**src/capture_pkg.sv**
```systemverilog
// Constants shared by the input capture channel
package capture_pkg;

    // Register map, word offsets on the plain register port
    localparam logic [3:0] ADDR_CONTROL_ONE = 4'h0;
    localparam logic [3:0] ADDR_BUFFER      = 4'h1;
    localparam logic [3:0] ADDR_INT_STATUS  = 4'h2;
    localparam logic [3:0] ADDR_INT_MASK    = 4'h3;

    // Field positions in capture_control_one
    localparam int IDLE_STOP_BIT   = 13;
    localparam int TBSEL_LSB       = 10;
    localparam int CPI_LSB         = 5;
    localparam int OVF_BIT         = 4;
    localparam int BNE_BIT         = 3;
    localparam int MODE_LSB        = 0;

    // Writable bits of capture_control_one
    localparam logic [15:0] CONTROL_WRITE_MASK = 16'h3c67;
    localparam logic [15:0] CONTROL_RESET      = 16'h0000;

    // Interrupt status bits
    localparam int IRQ_CAPTURE_BIT  = 0;
    localparam int IRQ_OVERFLOW_BIT = 1;
    localparam int IRQ_WAKE_BIT     = 2;

    // Time base select codes
    localparam logic [2:0] TB_TIMER3 = 3'h0;
    localparam logic [2:0] TB_TIMER2 = 3'h1;
    localparam logic [2:0] TB_TIMER4 = 3'h2;
    localparam logic [2:0] TB_TIMER5 = 3'h3;
    localparam logic [2:0] TB_TIMER1 = 3'h4;
    localparam logic [2:0] TB_SYSCLK = 3'h7;

    // Capture modes
    localparam logic [2:0] MODE_OFF     = 3'h0;
    localparam logic [2:0] MODE_BOTH    = 3'h1;
    localparam logic [2:0] MODE_FALL    = 3'h2;
    localparam logic [2:0] MODE_RISE    = 3'h3;
    localparam logic [2:0] MODE_PRE4    = 3'h4;
    localparam logic [2:0] MODE_PRE16   = 3'h5;
    localparam logic [2:0] MODE_UNUSED  = 3'h6;
    localparam logic [2:0] MODE_WAKE    = 3'h7;

    // Prescale terminal counts
    localparam logic [3:0] PRE4_LAST    = 4'h3;
    localparam logic [3:0] PRE16_LAST   = 4'hf;

    localparam int FIFO_DEPTH = 4;
endpackage

```
**src/capture_buf_if.sv**
```systemverilog
// Interface between the channel and its capture buffer
`timescale 1ns/10ps
interface capture_buf_if #(parameter int WIDTH = 16);
    logic             push;
    logic [WIDTH-1:0] push_data;
    logic             pop;
    logic             clear;
    logic [WIDTH-1:0] head;
    logic             not_empty;
    logic             full;

    modport owner (output push, push_data, pop, clear, input head, not_empty, full);
    modport store (input push, push_data, pop, clear, output head, not_empty, full);
endinterface

```
**src/capture_buffer.sv**
```systemverilog
// Small capture value store with registered head word
`timescale 1ns/10ps
module capture_buffer #(
    parameter int WIDTH = 16,
    parameter int DEPTH = capture_pkg::FIFO_DEPTH
) (
    // Clock and reset
    input wire logic     clk,
    input wire logic     reset_n,
    // Buffer port
    capture_buf_if.store bus
);
    localparam int PW = $clog2(DEPTH);

    logic [WIDTH-1:0] mem [DEPTH];
    logic [PW-1:0]    wr_ptr;
    logic [PW-1:0]    rd_ptr;
    logic [PW:0]      count;
    logic [WIDTH-1:0] head;

    wire do_pop  = bus.pop && (count != '0);
    wire do_push = bus.push && (count != (PW+1)'(DEPTH));
    wire [PW-1:0] next_rd = rd_ptr + 1'b1;

    assign bus.not_empty = (count != '0);
    assign bus.full      = (count == (PW+1)'(DEPTH));
    assign bus.head      = head;

    always_ff @(posedge clk)
    begin
        if (do_push)
            mem[wr_ptr] <= bus.push_data;
    end

    always_ff @(posedge clk or negedge reset_n)
    begin
        if (!reset_n)
        begin
            wr_ptr <= '0;
            rd_ptr <= '0;
            count  <= '0;
        end
        else if (bus.clear)
        begin
            wr_ptr <= '0;
            rd_ptr <= '0;
            count  <= '0;
        end
        else
        begin
            if (do_push)
                wr_ptr <= wr_ptr + 1'b1;
            if (do_pop)
                rd_ptr <= next_rd;
            count <= count + (PW+1)'(do_push) - (PW+1)'(do_pop);
        end
    end

    // Head register follows the oldest entry
    always_ff @(posedge clk or negedge reset_n)
    begin
        if (!reset_n)
            head <= '0;
        else if (bus.clear)
            head <= '0;
        else if (do_pop && count > (PW+1)'(1))
            head <= mem[next_rd];
        else if (do_push && (count == '0 || (do_pop && count == (PW+1)'(1))))
            head <= bus.push_data;
        else
            head <= head;
    end
endmodule

```
**src/input_capture_channel.sv**
```systemverilog
// Input capture channel with control register, buffer and interrupt
//
// Our own choices: the placing of the registers and the plain strobed port.
`timescale 1ns/10ps

// Summary of operation
// - Idle stop bit halts channel in Idle
// - Time base select picks captured counter
// - Interrupt every capture, or every second, third, fourth capture
// - Mode 111 rising-edge wake interrupt only
// - Modes 000 and 110 disable channel
// - Mode 010 captures falling edges
// - Mode 001 both edges, interrupt each
module input_capture_channel #(
    parameter int WIDTH = 16,
    parameter int DEPTH = capture_pkg::FIFO_DEPTH
) (
    // Clock and reset
    input  wire logic             clk,
    input  wire logic             reset_n,
    // Register port
    input  wire logic [3:0]       addr,
    input  wire logic [15:0]      wdata,
    input  wire logic             wr_en,
    input  wire logic             rd_en,
    output      logic [15:0]      rdata,
    // Power state of the processor
    input  wire logic             cpu_idle,
    input  wire logic             cpu_sleep,
    // Time bases
    input  wire logic [WIDTH-1:0] sys_count,
    input  wire logic [WIDTH-1:0] timer1_count,
    input  wire logic [WIDTH-1:0] timer2_count,
    input  wire logic [WIDTH-1:0] timer3_count,
    input  wire logic [WIDTH-1:0] timer4_count,
    input  wire logic [WIDTH-1:0] timer5_count,
    // Capture pin
    input  wire logic             capture_input_pin,
    // Interrupt
    output      logic             irq
);
    typedef enum logic [1:0] {CPI_ONE, CPI_TWO, CPI_THREE, CPI_FOUR} cpi_t;

    capture_buf_if #(.WIDTH(WIDTH)) buf_bus ();

    capture_buffer #(.WIDTH(WIDTH), .DEPTH(DEPTH)) u_buffer (
        .clk     (clk),
        .reset_n (reset_n),
        .bus     (buf_bus)
    );

    // Control fields
    logic [15:0] control_bits;
    logic        capture_overflow_flag;
    logic        pin_prev;
    logic [3:0]  prescale;
    logic [1:0]  cap_count;
    logic [2:0]  int_status;
    logic [2:0]  int_mask;
    logic        read_pending;
    logic [15:0] read_word;

    wire       idle_stop_select       = control_bits[capture_pkg::IDLE_STOP_BIT];
    wire [2:0] time_base_select       = control_bits[capture_pkg::TBSEL_LSB +: 3];
    wire [1:0] captures_per_interrupt = control_bits[capture_pkg::CPI_LSB +: 2];
    wire [2:0] capture_mode_select    = control_bits[capture_pkg::MODE_LSB +: 3];
    wire       buffer_not_empty_flag  = buf_bus.not_empty;

    // Channel enable and halt
    wire halted  = idle_stop_select && cpu_idle;
    wire mode_on = (capture_mode_select != capture_pkg::MODE_OFF)
                && (capture_mode_select != capture_pkg::MODE_UNUSED)
                && (capture_mode_select != capture_pkg::MODE_WAKE);
    wire run     = mode_on && !halted;

    // Edge detection
    wire rise_edge = capture_input_pin && !pin_prev;
    wire fall_edge = !capture_input_pin && pin_prev;

    // Time base selection
    function automatic logic [WIDTH-1:0] pick_base(input logic [2:0] sel);
        case (sel)
            capture_pkg::TB_SYSCLK: pick_base = sys_count;
            capture_pkg::TB_TIMER1: pick_base = timer1_count;
            capture_pkg::TB_TIMER5: pick_base = timer5_count;
            capture_pkg::TB_TIMER4: pick_base = timer4_count;
            capture_pkg::TB_TIMER2: pick_base = timer2_count;
            capture_pkg::TB_TIMER3: pick_base = timer3_count;
            default:                pick_base = '0;
        endcase
    endfunction

    wire [WIDTH-1:0] base_value = pick_base(time_base_select);

    // Capture event per mode
    logic capture_event;
    always_comb
    begin
        case (capture_mode_select)
            capture_pkg::MODE_BOTH:  capture_event = rise_edge || fall_edge;
            capture_pkg::MODE_FALL:  capture_event = fall_edge;
            capture_pkg::MODE_RISE:  capture_event = rise_edge;
            capture_pkg::MODE_PRE4:  capture_event = rise_edge
                                      && ((prescale & capture_pkg::PRE4_LAST)
                                          == capture_pkg::PRE4_LAST);
            capture_pkg::MODE_PRE16: capture_event = rise_edge
                                      && (prescale == capture_pkg::PRE16_LAST);
            default:                 capture_event = 1'b0;
        endcase
    end

    wire capture = run && capture_event;

    // Interrupt division
    wire [1:0] cpi_last = (capture_mode_select == capture_pkg::MODE_BOTH)
                        ? 2'(CPI_ONE) : captures_per_interrupt;
    wire capture_irq_event = capture && (cap_count == cpi_last);

    // Wake interrupt on rising edge in Sleep or Idle
    wire wake_event = (capture_mode_select == capture_pkg::MODE_WAKE)
                   && (cpu_sleep || cpu_idle) && rise_edge;

    wire overflow_event = capture && buf_bus.full;

    // Buffer connections
    wire read_buffer = rd_en && (addr == capture_pkg::ADDR_BUFFER);
    assign buf_bus.push      = capture && !buf_bus.full;
    assign buf_bus.push_data = base_value;
    assign buf_bus.pop       = read_buffer;
    assign buf_bus.clear     = !mode_on && (capture_mode_select != capture_pkg::MODE_WAKE);

    // Register decode
    wire write_control = wr_en && (addr == capture_pkg::ADDR_CONTROL_ONE);
    wire write_mask    = wr_en && (addr == capture_pkg::ADDR_INT_MASK);
    wire read_status   = rd_en && (addr == capture_pkg::ADDR_INT_STATUS);

    wire [15:0] control_view = (control_bits & capture_pkg::CONTROL_WRITE_MASK)
                             | (16'(capture_overflow_flag) << capture_pkg::OVF_BIT)
                             | (16'(buffer_not_empty_flag) << capture_pkg::BNE_BIT);

    wire [2:0] new_events;
    assign new_events[capture_pkg::IRQ_CAPTURE_BIT]  = capture_irq_event;
    assign new_events[capture_pkg::IRQ_OVERFLOW_BIT] = overflow_event;
    assign new_events[capture_pkg::IRQ_WAKE_BIT]     = wake_event;

    logic [15:0] next_read_word;
    always_comb
    begin
        case (addr)
            capture_pkg::ADDR_CONTROL_ONE: next_read_word = control_view;
            capture_pkg::ADDR_BUFFER:      next_read_word = 16'(buf_bus.head);
            capture_pkg::ADDR_INT_STATUS:  next_read_word = 16'(int_status);
            capture_pkg::ADDR_INT_MASK:    next_read_word = 16'(int_mask);
            default:                       next_read_word = 16'h0000;
        endcase
    end

    assign rdata = read_pending ? read_word : 16'h0000;
    assign irq   = |(int_status & int_mask);

    // Control register, software fields only
    always_ff @(posedge clk or negedge reset_n)
    begin
        if (!reset_n)
            control_bits <= capture_pkg::CONTROL_RESET;
        else if (write_control)
            control_bits <= wdata & capture_pkg::CONTROL_WRITE_MASK;
    end

    // Overflow flag, cleared when the channel is turned off
    always_ff @(posedge clk or negedge reset_n)
    begin
        if (!reset_n)
            capture_overflow_flag <= 1'b0;
        else if (overflow_event)
            capture_overflow_flag <= 1'b1;
        else if (buf_bus.clear)
            capture_overflow_flag <= 1'b0;
    end

    // Pin history, prescaler and capture counter
    always_ff @(posedge clk or negedge reset_n)
    begin
        if (!reset_n)
        begin
            pin_prev  <= 1'b0;
            prescale  <= 4'h0;
            cap_count <= 2'h0;
        end
        else
        begin
            pin_prev <= capture_input_pin;
            if (!mode_on)
            begin
                prescale  <= 4'h0;
                cap_count <= 2'h0;
            end
            else if (!halted)
            begin
                if (rise_edge)
                    prescale <= prescale + 4'h1;
                if (capture)
                    cap_count <= (cap_count == cpi_last) ? 2'h0 : cap_count + 2'h1;
            end
        end
    end

    // Interrupt status, set wins over clear on read
    always_ff @(posedge clk or negedge reset_n)
    begin
        if (!reset_n)
            int_status <= 3'h0;
        else
            int_status <= (read_status ? 3'h0 : int_status) | new_events;
    end

    always_ff @(posedge clk or negedge reset_n)
    begin
        if (!reset_n)
            int_mask <= 3'h0;
        else if (write_mask)
            int_mask <= wdata[2:0];
    end

    // Read data register
    always_ff @(posedge clk or negedge reset_n)
    begin
        if (!reset_n)
        begin
            read_pending <= 1'b0;
            read_word    <= 16'h0000;
        end
        else
        begin
            read_pending <= rd_en;
            read_word    <= rd_en ? next_read_word : 16'h0000;
        end
    end
endmodule

```
**config.mk**
```make
export PLATFORM = sky130hd
export DESIGN_NAME = input_capture_channel
export DESIGN_NICKNAME = d
export VERILOG_FILES = /design/src/capture_pkg.sv /design/src/capture_buf_if.sv /design/src/capture_buffer.sv /design/src/input_capture_channel.sv
export SDC_FILE = /design/constraint.sdc
export NUM_CORES = 1
export LEC_CHECK = 0
export BUFFER_PORTS_ARGS = -buffer_cell sky130_fd_sc_hd__buf_4
export CAP_MARGIN = 15
export CELL_PAD_IN_SITES_DETAIL_PLACEMENT = 0
export CELL_PAD_IN_SITES_GLOBAL_PLACEMENT = 2
export CORE_AREA = 2 2 130 132
export CTS_CLUSTER_DIAMETER = 200
export CTS_CLUSTER_SIZE = 8
export DETAILED_ROUTE_END_ITERATION = 6
export DIE_AREA = 0 0 132 134
export GPL_ROUTABILITY_DRIVEN = 1
export PLACE_DENSITY_LB_ADDON = 0.1
export SLEW_MARGIN = 0
export SYNTH_ARGS = -nofsm -noshare
export SYNTH_HDL_FRONTEND = slang
export SYNTH_SLANG_ARGS = --single-unit
```
**constraint.sdc**
```tcl
create_clock -name clk -period 4.7 [get_ports clk]
set_input_delay 0.705 -clock clk [delete_from_list [all_inputs] [get_ports clk]]
set_output_delay 0.705 -clock clk [all_outputs]
set_load 0.01 [all_outputs]
```
==> impl_metrics.toml <==
[cts]
holdBufCountCts = 0
cts.sinks = 127
cts_tree = "built"
htree_levels = 4
clk_pin_slew_ns = 0.06
post_cts_buffers = 0
cts-resized-gates = 0
clock_latency_ns = 0.41
cts_buffers = 17
cts-root-buf = "clkbuf_16"
clockBufferDepth = 2

[routing]
post_drt_wl_per_cell_um = 18.7
drt_iter0_drc = 216
highest_layer = "met4"
wl_met2_mm = 7.37
drc = 0
first_pass_iters = 4
drtAntennaViolNets = 0
vias = 4434
met3_length_mm = 1.19
wl_mm = 15.7
routed_via_density = 5.27
m1WireLength_mm = 6.92

[logic_synthesis]
ys_top_cells_by_area = "edfxtp_1 31%, dfrtp_1 25%, mux4_2 8.6%, mux2_2 3.9%, mux2i_1 3.3%"
synth_top_area_share_pct = 30.6
synthFlopType = "edfxtp_1"
synth.avg_cell_area_um2 = 12.9
yosysMostFrequentCell = "edfxtp_1"
synthArstFlopShare_pct = 49.6
ys_seq_area_share_pct = 55.7
yosys.area.top_type = "edfxtp_1"
syn_inst = 486
synth_nets = 621
yosysWarnings = 0
synthesis.area_mm2 = 0.00629
synthTopCellsByCount = "64 x edfxtp_1, 63 x dfrtp_1, 47 x nor2_1"
synth.distinct_cells = 54
synth_seq_cells = 127
synth-edff-count = 64

[status]
outcome = "finished, final reports clean"

[power]
seqPwrFrac_pct = 40.7
p_per_area_mw_per_mm2 = 460
vdd_ir_drop_max_v = 0.000243
switching_share_pct = 29.8
power.switching_w = 0.00111
share_comb_of_total_power_pct = 21.8
p_int_w = 0.00261
power_leakage_nw = 3.31
clockPowerShare_pct = 37.6

[timing]
slew_violations = 0
slew_headroom_pct = 29.9
min_period_over_period_pct = 61.1
hold_violations = 0
tightest_slew_ns = 1.05
fin_skew_ns = 0.0176
max_freq_mhz = 348
min_period_ns = 2.87
finalSetupTns_ns = 0
finalSetupViolCount = 0
rsz0062_at_grt = "no"

[global_route]
first_global_vias = 4735
grt_start_max_net_pins = 64
grt_usage_pct = 18.4
grt-ovfl-total = 0
antenna_found_initial = 0
grt_pass1_wl_mm = 24.9

[die]
die_h_um = 134
ios = 140
rows = 47
initial_core_util_pct = 38.6
core_mm2 = 0.0163
die_x_um = 132
dieArea_mm2 = 0.0177

[final_layout]
diodes = 0
drive_gt1_share_pct = 35.4
final_nets = 743
multi_input_area_mm2 = 0.00258
design_area_mm2 = 0.00808
seqCellArea_mm2 = 0.00350
fillCellCount = 1461
areaGrowthSynthToFinish_pct = 28.5

[flow_run]
maxCapViolations = 0

[hold_path]
hold_class = "in -> async"

[worst_setup_path]
critPathKind = "in -> reg"
end_kind = "register"
worstPathRequired_ns = 4.73
crit_arrival_ns = 2.91
crit_path_max_fanout = 16
cp-start-kind = "primary input"

[placement]
placed_area_mm2 = 0.00742
hpwl_mm = 11.1
gp_congestion = 0.757
port_buffers = 132
[critical path: stages]
cell	delay, ns
buf_4	0.09
inv_1	0.04
ha_1	0.27
or3b_1	0.35
a21oi_1	0.20
o211a_1	0.39
and3_1	0.86
[power groups by stage]
stage	logic [W]	registers (W)	clock network, W
after global placement	0.000803	0.00153	0
after CTS	0.000821	0.00151	0.00142
final	0.000808	0.00151	0.00140
after global routing	0.000903	0.00153	0.00147
after floorplan	0.000591	0.00145	0
after detailed placement	0.000817	0.00153	0
[cells in the final DEF (no fill, tap or decap), types with 21 or more instances in the layout]
master,instances
a221oi_1,21
and2_1,21
buf_4,135
dfrtp_1,63
edfxtp_1,64
mux2_2,22
mux2i_1,21
mux4_2,24
nor2_1,47
[final timing paths]
check / startpoint / end / slack, ns / depth (start not counted)
setup reg to reg: control_bits[10]$_DFFE_PN0P_ / u_buffer.bus.head[15]$_DFFE_PN0P_ / 1.87 / 5
setup / recovery: capture_input_pin / u_buffer.mem[0][10]$_DFFE_PP_ / 1.83 / 7
min in group clk: capture_input_pin / pin_prev$_DFF_PN0_ / 0.43 / 1
hold / removal: reset_n / control_bits[11]$_DFFE_PN0P_ / 0.39 / 1
max in group asynchronous: reset_n / read_word[9]$_DFF_PN0_ / 3.76 / 1
hold reg to reg: capture_overflow_flag$_DFFE_PN0P_ / capture_overflow_flag$_DFFE_PN0P_ / 0.48 / 2
[logic make-up after synthesis]
logic type | count (synthesis) | synth area share (%)
AOI/OAI and AO/OA | 88 | 10.5
DFF | 127 | 55.7
buffers and inverters | 46 | 3.26
and+or+nand+nor | 139 | 11.2
muxes | 67 | 15.9
xor gates and xnor gates | 7 | 0.975
adders and majority gates | 12 | 2.51
[final cells by class]
| type | count | area share [%] |
|---|---|---|
| sequential | 127 | 43.3 |
| multi-input combinational | 313 | 32.0 |
| timing repair buffer | 136 | 12.9 |
| clock buffer | 17 | 5.27 |
| tap | 220 | 3.41 |
| clock inverter | 15 | 2.57 |
| inverter | 13 | 0.604 |
[flip-flops by register name (all words and copies together) (netlist names)]
signal                 count
u_buffer.mem              64
read_word                 16
u_buffer.bus.head         16
control_bits               9
prescale                   4
int_mask                   3
int_status                 3
u_buffer.count             3
cap_count                  2
u_buffer.rd_ptr            2
u_buffer.wr_ptr            2
capture_overflow_flag      1
pin_prev                   1
read_pending               1
[metrics by stage]
| stage | cells | hold slack (ns) | total power [W] | util [%] | setup WS, ns |
|---|---|---|---|---|---|
| after floorplan | 486 | 0.409 | 0.00204 | - | 1.70 |
| after global placement | 808 | 0.469 | 0.00233 | 45.5 | 1.44 |
| after detailed placement | 808 | 0.471 | 0.00235 | 45.5 | 1.38 |
| after CTS | 840 | 0.411 | 0.00375 | 49.4 | 1.81 |
| after global routing | 841 | 0.413 | 0.00391 | 49.6 | 1.62 |
| final | 841 | 0.389 | 0.00371 | 49.6 | 1.83 |
[per-layer routing]
metal  track usage, %  up-vias
li1                 -     2115
met1             23.7     2127
met2             30.1      179
met3             4.88       13
met4             6.40        0
met5                0        -
Note: power is estimated with default switching activity, not from simulation.
